[src/rtl/fbc_pkg.sv]
package fbc_pkg;

    // ==========================================================
    // instruction encodings
    localparam logic [7:0] FBC_OP_BT = 8'h89;
    localparam logic [7:0] FBC_OP_BTS = 8'h8D;
    localparam logic [7:0] FBC_OP_BF = 8'h8B;
    localparam logic [7:0] FBC_OP_BFS = 8'h8F;
    localparam logic [7:0] FBC_OP_CMP_IMM = 8'h88;
    localparam logic [15:0] FBC_OP_CLR_ACC = 16'h0028;
    localparam logic [15:0] FBC_OP_CLR_FLAG = 16'h0008;
    localparam logic [15:0] FBC_OP_RET_SUB = 16'h000B;
    localparam logic [15:0] FBC_OP_RET_EXC = 16'h002B;
    localparam logic [3:0] FBC_GRP_SYS0 = 4'h0;
    localparam logic [3:0] FBC_GRP_BYTE = 4'h2;
    localparam logic [3:0] FBC_GRP_CMP = 4'h3;
    localparam logic [3:0] FBC_GRP_SYS4 = 4'h4;
    localparam logic [3:0] FBC_GRP_BRA = 4'hA;
    localparam logic [3:0] FBC_GRP_BSR = 4'hB;
    localparam logic [3:0] FBC_LO_EQ = 4'h0;
    localparam logic [3:0] FBC_LO_HS = 4'h2;
    localparam logic [3:0] FBC_LO_GE = 4'h3;
    localparam logic [3:0] FBC_LO_HI = 4'h6;
    localparam logic [3:0] FBC_LO_GT = 4'h7;
    localparam logic [3:0] FBC_LO_STR = 4'hC;
    localparam logic [7:0] FBC_LB_PL = 8'h15;
    localparam logic [7:0] FBC_LB_PZ = 8'h11;
    localparam logic [7:0] FBC_LB_BRAF = 8'h23;
    localparam logic [7:0] FBC_LB_BSRF = 8'h03;
    localparam logic [7:0] FBC_LB_JMP = 8'h2B;
    localparam logic [7:0] FBC_LB_JSR = 8'h0B;

    // ==========================================================
    // address and timing
    localparam logic [31:0] FBC_PC_AHEAD = 32'h0000_0004;
    localparam logic [31:0] FBC_ZERO_WORD = 32'h0000_0000;
    localparam int FBC_BT_TAKEN_CYCLES = 3;
    localparam int FBC_BTS_TAKEN_CYCLES = 2;
    localparam logic [1:0] FBC_BT_WAIT = 2'(FBC_BT_TAKEN_CYCLES - 1);
    localparam logic [1:0] FBC_BTS_WAIT = 2'(FBC_BTS_TAKEN_CYCLES - 1);

    // ==========================================================
    // issue packet
    typedef struct packed {
        logic [15:0] instr;
        logic [31:0] pc;
        logic [31:0] destination_register;
        logic [31:0] source_register;
        logic [31:0] general_register_zero;
    } fbc_req_type;

endpackage : fbc_pkg

[src/rtl/fbc_unit.sv]
`timescale 1ns/1ps

// Overview of operation
// RULE_01 - branch_if_flag_set jumps when flag is one, else falls through
// RULE_02 - target is own address plus 4 plus doubled sign-extended displacement
// RULE_03 - branch_if_flag_set takes three cycles taken, one not taken
// RULE_04 - delayed branch runs the slot instruction, then jumps if flag set
// RULE_05 - delayed branch takes two cycles taken, one not taken
// RULE_06 - no interrupts or address errors between delayed branch and slot
// RULE_07 - a branch placed in the delay slot is an illegal slot instruction
// RULE_08 - target uses register values from before the slot instruction
// RULE_09 - clear_accumulator_op zeroes both accumulator halves, one cycle, flag kept
// RULE_10 - clear_flag_op forces the flag to zero in one cycle
// RULE_11 - every compare sets flag on hit, clears otherwise, one cycle
// RULE_12 - compare_equal tests destination equals source; destination never written
// RULE_13 - signed greater and greater-equal compares use two's complement
// RULE_14 - unsigned higher and higher-same compares use unsigned values
// RULE_15 - positive and nonnegative compares test one register signed against zero
// RULE_16 - byte match sets flag when any same-position byte pair is equal
// RULE_17 - immediate compare sign-extends 8 bits, checks equality with register zero
// RULE_18 - a branch sees the flag written by the instruction just before it
module fbc_unit (
    // clock and reset
    input wire logic i_clk,
    input wire logic i_rst,
    // instruction issue
    input wire logic i_valid,
    input wire fbc_pkg::fbc_req_type i_req,
    output logic o_ready,
    // condition flag
    output logic o_t_flag,
    // branch request to fetch
    output logic o_branch,
    output logic [31:0] o_target,
    // side effects
    output logic o_acc_clear,
    output logic o_illegal_slot,
    output logic o_exc_block
);

    // ==========================================================
    // decode helpers
    function automatic logic [31:0] fbc_target(input fbc_pkg::fbc_req_type r);
        logic [31:0] disp;
        disp = {{23{r.instr[7]}}, r.instr[7:0], 1'b0};
        fbc_target = r.pc + fbc_pkg::FBC_PC_AHEAD + disp; // RULE_02
    endfunction : fbc_target

    function automatic logic fbc_is_branch(input logic [15:0] ins);
        logic [7:0] lb;
        lb = ins[7:0];
        fbc_is_branch = (ins[15:8] == fbc_pkg::FBC_OP_BT) || (ins[15:8] == fbc_pkg::FBC_OP_BTS)
            || (ins[15:8] == fbc_pkg::FBC_OP_BF) || (ins[15:8] == fbc_pkg::FBC_OP_BFS)
            || (ins[15:12] == fbc_pkg::FBC_GRP_BRA) || (ins[15:12] == fbc_pkg::FBC_GRP_BSR)
            || (ins[15:12] == fbc_pkg::FBC_GRP_SYS0
                && (lb == fbc_pkg::FBC_LB_BRAF || lb == fbc_pkg::FBC_LB_BSRF))
            || (ins[15:12] == fbc_pkg::FBC_GRP_SYS4
                && (lb == fbc_pkg::FBC_LB_JMP || lb == fbc_pkg::FBC_LB_JSR))
            || (ins == fbc_pkg::FBC_OP_RET_SUB) || (ins == fbc_pkg::FBC_OP_RET_EXC);
    endfunction : fbc_is_branch

    function automatic logic fbc_is_cmp(input logic [15:0] ins);
        logic [3:0] lo;
        lo = ins[3:0];
        fbc_is_cmp = (ins[15:12] == fbc_pkg::FBC_GRP_CMP
                && (lo == fbc_pkg::FBC_LO_EQ || lo == fbc_pkg::FBC_LO_HS
                    || lo == fbc_pkg::FBC_LO_GE || lo == fbc_pkg::FBC_LO_HI
                    || lo == fbc_pkg::FBC_LO_GT))
            || (ins[15:12] == fbc_pkg::FBC_GRP_SYS4
                && (ins[7:0] == fbc_pkg::FBC_LB_PL || ins[7:0] == fbc_pkg::FBC_LB_PZ))
            || (ins[15:12] == fbc_pkg::FBC_GRP_BYTE && lo == fbc_pkg::FBC_LO_STR)
            || (ins[15:8] == fbc_pkg::FBC_OP_CMP_IMM);
    endfunction : fbc_is_cmp

    // operands are only read: no compare has a path back to any register
    function automatic logic fbc_cmp_hit(input fbc_pkg::fbc_req_type r);
        logic [31:0] n;
        logic [31:0] m;
        logic [31:0] x;
        logic [31:0] imm;
        n = r.destination_register;
        m = r.source_register;
        x = n ^ m;
        imm = {{24{r.instr[7]}}, r.instr[7:0]};
        fbc_cmp_hit = 1'b0;
        if (r.instr[15:8] == fbc_pkg::FBC_OP_CMP_IMM) begin
            fbc_cmp_hit = (r.general_register_zero == imm); // RULE_17
        end else if (r.instr[15:12] == fbc_pkg::FBC_GRP_SYS4) begin
            if (r.instr[7:0] == fbc_pkg::FBC_LB_PL) begin
                fbc_cmp_hit = ($signed(n) > $signed(fbc_pkg::FBC_ZERO_WORD)); // RULE_15
            end else begin
                fbc_cmp_hit = ($signed(n) >= $signed(fbc_pkg::FBC_ZERO_WORD)); // RULE_15
            end
        end else if (r.instr[15:12] == fbc_pkg::FBC_GRP_BYTE) begin
            fbc_cmp_hit = (x[31:24] == 8'h00) || (x[23:16] == 8'h00)
                || (x[15:8] == 8'h00) || (x[7:0] == 8'h00); // RULE_16
        end else begin
            case (r.instr[3:0])
                fbc_pkg::FBC_LO_EQ: fbc_cmp_hit = (n == m); // RULE_12
                fbc_pkg::FBC_LO_GE: fbc_cmp_hit = ($signed(n) >= $signed(m)); // RULE_13
                fbc_pkg::FBC_LO_GT: fbc_cmp_hit = ($signed(n) > $signed(m)); // RULE_13
                fbc_pkg::FBC_LO_HI: fbc_cmp_hit = (n > m); // RULE_14
                fbc_pkg::FBC_LO_HS: fbc_cmp_hit = (n >= m); // RULE_14
                default: fbc_cmp_hit = 1'b0;
            endcase
        end
    endfunction : fbc_cmp_hit

    // ==========================================================
    // sequencing state
    typedef enum logic [1:0] {
        ST_EXEC,
        ST_BUSY,
        ST_SLOT
    } fbc_state_type;

    fbc_state_type state_q;
    logic [1:0] wait_q;
    logic slot_pend_q;
    logic slot_take_q;
    logic [31:0] slot_tgt_q;
    logic t_q;
    logic accept;
    logic in_slot;
    logic slot_bad;
    logic exec_ok;
    logic op_bt;
    logic op_bts;
    logic cmp_hit;

    assign o_ready = (state_q != ST_BUSY);
    assign accept = i_valid && o_ready;
    assign in_slot = (state_q == ST_SLOT);
    assign slot_bad = in_slot && fbc_is_branch(i_req.instr); // RULE_07
    assign exec_ok = accept && !slot_bad;
    assign op_bt = exec_ok && !in_slot && (i_req.instr[15:8] == fbc_pkg::FBC_OP_BT);
    assign op_bts = exec_ok && !in_slot && (i_req.instr[15:8] == fbc_pkg::FBC_OP_BTS);
    assign cmp_hit = fbc_cmp_hit(i_req);
    assign o_t_flag = t_q;
    // exceptions wait from the delayed branch until its slot has been taken
    assign o_exc_block = slot_pend_q; // RULE_06

    // ==========================================================
    // state machine
    always_ff @(posedge i_clk or posedge i_rst) begin
        if (i_rst) begin
            state_q <= ST_EXEC;
            wait_q <= 2'h0;
        end else begin
            case (state_q)
                ST_EXEC, ST_SLOT: begin
                    if (op_bt && t_q) begin
                        state_q <= ST_BUSY; // RULE_03
                        wait_q <= fbc_pkg::FBC_BT_WAIT - 2'h1;
                    end else if (op_bts && t_q) begin
                        state_q <= ST_BUSY; // RULE_05
                        wait_q <= fbc_pkg::FBC_BTS_WAIT - 2'h1;
                    end else if (op_bts) begin
                        state_q <= ST_SLOT;
                    end else if (accept) begin
                        state_q <= ST_EXEC;
                    end
                end
                ST_BUSY: begin
                    if (wait_q != 2'h0) begin
                        wait_q <= wait_q - 2'h1;
                    end else if (slot_pend_q) begin
                        state_q <= ST_SLOT; // RULE_04
                    end else begin
                        state_q <= ST_EXEC;
                    end
                end
                default: state_q <= ST_EXEC;
            endcase
        end
    end

    // ==========================================================
    // delay slot bookkeeping
    // the target is frozen at the branch, so a slot that rewrites a register
    // cannot move it
    always_ff @(posedge i_clk or posedge i_rst) begin
        if (i_rst) begin
            slot_pend_q <= 1'b0;
            slot_take_q <= 1'b0;
            slot_tgt_q <= 32'h0000_0000;
        end else if (op_bts) begin
            slot_pend_q <= 1'b1;
            slot_take_q <= t_q; // RULE_04
            slot_tgt_q <= fbc_target(i_req); // RULE_08
        end else if (accept && in_slot) begin
            slot_pend_q <= 1'b0;
            slot_take_q <= 1'b0;
        end
    end

    // ==========================================================
    // condition flag
    // written at the accepting edge, so the very next issue reads it fresh
    always_ff @(posedge i_clk or posedge i_rst) begin
        if (i_rst) begin
            t_q <= 1'b0;
        end else if (exec_ok && i_req.instr == fbc_pkg::FBC_OP_CLR_FLAG) begin
            t_q <= 1'b0; // RULE_10
        end else if (exec_ok && fbc_is_cmp(i_req.instr)) begin
            t_q <= cmp_hit; // RULE_11
        end
    end

    // ==========================================================
    // branch and side-effect pulses
    always_ff @(posedge i_clk or posedge i_rst) begin
        if (i_rst) begin
            o_branch <= 1'b0;
            o_target <= 32'h0000_0000;
        end else if (op_bt && t_q) begin // RULE_18
            o_branch <= 1'b1; // RULE_01
            o_target <= fbc_target(i_req);
        end else if (accept && in_slot && slot_take_q && !slot_bad) begin
            o_branch <= 1'b1; // RULE_04
            o_target <= slot_tgt_q; // RULE_08
        end else begin
            o_branch <= 1'b0;
        end
    end

    always_ff @(posedge i_clk or posedge i_rst) begin
        if (i_rst) begin
            o_acc_clear <= 1'b0;
            o_illegal_slot <= 1'b0;
        end else begin
            o_acc_clear <= exec_ok && (i_req.instr == fbc_pkg::FBC_OP_CLR_ACC); // RULE_09
            o_illegal_slot <= accept && slot_bad; // RULE_07
        end
    end
endmodule : fbc_unit

[config.mk]
export PLATFORM = sky130hd
export DESIGN_NAME = fbc_unit
export DESIGN_NICKNAME = d
export VERILOG_FILES = /design/src/rtl/fbc_pkg.sv /design/src/rtl/fbc_unit.sv
export SDC_FILE = /design/constraint.sdc
export NUM_CORES = 1
export LEC_CHECK = 0
export BUFFER_PORTS_ARGS = -buffer_cell sky130_fd_sc_hd__buf_2
export CAP_MARGIN = 15
export CORE_MARGIN = 2
export CORE_UTILIZATION = 43
export DETAILED_ROUTE_END_ITERATION = 10
export PLACE_DENSITY = 0.73
export SKIP_LAST_GASP = 1
export SYNTH_ARGS = -nofsm -noshare
export SYNTH_HDL_FRONTEND = slang
export SYNTH_SLANG_ARGS = --single-unit
[constraint.sdc]
create_clock -name i_clk -period 3.2 [get_ports i_clk]
set_input_delay 0.64 -clock i_clk [delete_from_list [all_inputs] [get_ports i_clk]]
set_output_delay 0.64 -clock i_clk [all_outputs]
set_load 0.01 [all_outputs]
==> impl_metrics.py <==
metrics = {
    "outcome": {
        "status": "finished clean",
    },
    "route": {
        "ant_nets": 0,
        "avgRoutedWirePerCell_microns": 15.1,
        "via_per_inst": 5.36,
        "vias": 5929,
        "drt_iter0_markers": 333,
        "drc": 0,
        "wirelength_microns": 16700,
        "drt_first_pass_iters": 5,
    },
    "clock_tree": {
        "clk_path_buf_depth": 2,
        "cts_tree": "built",
        "clkTransAtPathRegs_ps": 60,
        "worst_skew_pair.late_latency_ps": 330,
        "htreeDepth": 3,
        "root_buffer": "clkbuf_16",
        "cts_buffers": 9,
        "postCtsHoldBufs": 0,
        "cts.sinks": 74,
    },
    "critical_path": {
        "worstSetupPathType": "in2reg",
        "crit_arrival_ps": 3260,
        "critical_path.startpoint_type": "input pin",
        "crit_fanout": 8,
        "reg2regPathDepth": 10,
        "end_kind": "register",
        "critPathRequiredTime_ps": 3390,
    },
    "placed_design": {
        "io_buffers": 184,
        "routabilityCongestion": 0.912,
        "dpl.hpwl_microns": 13500,
    },
    "worst_hold_path": {
        "hp-class": "reg2reg",
        "hold_depth": 2,
    },
    "floorplan": {
        "start_util_pct": 43.6,
        "die_y_microns": 122,
        "dieWidth_microns": 122,
        "die_area_sq_mm": 0.0149,
        "boundaryPins": 185,
        "core_sq_mm": 0.0137,
        "rows": 43,
    },
    "global_route": {
        "grt-ovfl-total": 0,
        "grt_pass1_vias": 5871,
        "globalRouteTotalUtil_pct": 23.1,
        "grt_max_degree": 75,
        "grt_pass1_wl_microns": 27600,
        "grt_antenna_before_repair": 0,
    },
    "sta": {
        "period_share_pct": 95.9,
        "layout_min_cycle_time_ps": 3070,
        "hold_slack_ps": 479,
        "tightest_slew_ps": 915,
        "skew_ps": 4.96,
        "setup_viol": 0,
        "hold_violations": 0,
        "slew_violations": 0,
        "maxSlewHeadroom_pct": 39.0,
        "rsz0062_at_grt": "yes",
        "fmax_ghz": 0.326,
    },
    "final_layout": {
        "area_growth_pct": 32.4,
        "fin_nets": 1162,
        "drive_gt1_share_pct": 32.6,
        "layout_common_cells": "buf_2 (184), ha_1 (91), dfrtp_1 (74), nand2_1 (66), buf_4 (66)",
        "diodes": 0,
        "layout_commonest_cell": "buf_2",
        "n_fill_cell": 1285,
    },
    "synthesis": {
        "synth.area.top_cells": "dfrtp_1 (31%), ha_1 (19%), o21ai_0 (4.9%)",
        "synth_top_area_share_pct": 30.9,
        "avgSynthCellArea_sq_um": 8.82,
        "synth_area_sq_mm": 0.00599,
        "synth_cell_types": 62,
        "synth_edf_count": 0,
        "synth_seq_area_share_pct": 30.9,
        "ys.flop_type": "dfrtp_1",
        "yosys_warnings": 0,
        "postSynth.asyncResetShare_pct": 100,
        "synth_top_area_cell": "dfrtp_1",
        "netlist_instances": 679,
        "synth.ff_latch_count": 74,
        "synth_fp_nets": 919,
    },
    "power": {
        "power_frac_seq_pct": 33.3,
        "power_w": 0.00296,
        "p_int_w": 0.00208,
        "p_clk_share_pct": 36.0,
        "switching_share_pct": 29.6,
        "combPwrFrac_pct": 30.7,
        "p_switching_w": 0.000876,
        "vdd_drop_max_mv": 0.235,
        "p_leak_nw": 4.19,
        "p_per_area_mw_per_mm2": 373,
    },
    "flow_run": {
        "max-cap-violations": 0,
    },
}
-- layer usage --
metal	part of all wire (%)	vias to the layer above	track usage [%]
met5	0	-	0
met4	1.7	0	6.32
met3	5.8	18	3.70
met2	48	192	39.6
met1	45	2740	30.0
li1	-	2979	-
-- cells in the mapped netlist (4+ instances only) --
master,number
a211oi_1,4
a21o_1,12
a21oi_1,35
a22oi_1,23
a31oi_1,11
and3_1,6
buf_2,4
clkbuf_1,13
dfrtp_1,74
ha_1,92
inv_1,53
mux2_2,12
nand2_1,66
nand2b_1,7
nand3_1,13
nand4_1,18
nor2_1,33
nor2b_1,7
nor3_1,18
nor4_1,14
o211ai_1,4
o21ai_0,59
o22ai_1,5
or3_1,4
xnor2_1,22
xor2_1,15
-- power by group through the flow --
stage | registers [W] | clock network [W] | logic, W
2_1_floorplan | 0.000998 | 0 | 0.000497
3_3_place_gp | 0.00100 | 0 | 0.000870
3_5_place_dp | 0.00100 | 0 | 0.000880
4_1_cts | 0.000985 | 0.00108 | 0.000888
5_1_grt | 0.000989 | 0.00112 | 0.00102
6_report | 0.000985 | 0.00106 | 0.000907
-- final timing paths --
path                             endpoint   startpoint  slack (ps)
setup / recovery           slot_tgt_q[23]   i_req[135]         130
hold / removal                o_target[6]  o_target[6]         480
setup reg to reg             o_target[26]   state_q[0]        1020
hold reg to reg               o_target[6]  o_target[6]         480
max in group asynchronous    o_target[18]        i_rst        2020
min in group asynchronous        o_branch        i_rst         580
-- repair_timing --
item                       4_1_cts  5_1_grt
buffers inserted                 0        1
setup endpoints to repair        0       21
gates resized for setup          0        8
-- sequential cells by signal, indices dropped and copies added, names as in the netlist --
name,count
o_acc_clear,1
o_exc_block,1
o_t_flag,1
slot_tgt_q,32
o_target,32
state_q,2
slot_take_q,1
o_illegal_slot,1
o_branch,1
wait_q,2
-- layout make-up --
class                   instances  area, sq um  share of cell area [%]
flip-flops and latches         74         1850                    23.4
clock buffers                   9          225                    2.84
multi-input cells             533         3890                    49.1
well taps                     180          225                    2.84
inverters                      53          199                    2.51
repair buffers                251         1440                    18.1
clock inverters                 7         93.8                    1.18
-- per-stage QoR --
stage | instance area [sq um] | cells | setup WS (ps) | setup TNS [ps] | utilization, %
2_1_floorplan | 5990 | 679 | 34.0 | 0 | -
3_3_place_gp | 7550 | 1090 | -136 | -1700 | 55.0
3_5_place_dp | 7550 | 1090 | -232 | -3440 | 55.0
4_1_cts | 7870 | 1106 | 126 | 0 | 57.4
5_1_grt | 7920 | 1107 | -26.4 | -67.6 | 57.7
6_report | 7920 | 1107 | 132 | 0 | 57.7
-- worst max-delay path, cell delays in order --
cell and delay [ps]:
buf_2 160, buf_4 170, ha_1 270, ha_1 350
a21oi_1 160, o21ai_0 140, a21boi_1 230, o221ai_2 160
buf_4 180, a21oi_1 250, o21ai_0 160, xnor2_1 280
o21ai_0 110
-- kinds of logic (layout without fill, tap and decap cells) --
family,count (synthesis),after routing,share of synthesized area (%)
buffers and inverters,72,320,4.89
flip-flops,74,74,30.9
adder cells (fa/ha/maj),93,93,19.6
multiplexers,13,13,2.42
AO/OA/AOI/OAI,188,188,20.1
XOR/XNOR,37,37,5.41
AND/OR/NAND/NOR,202,202,16.7
(Power assumes the default switching activity.)
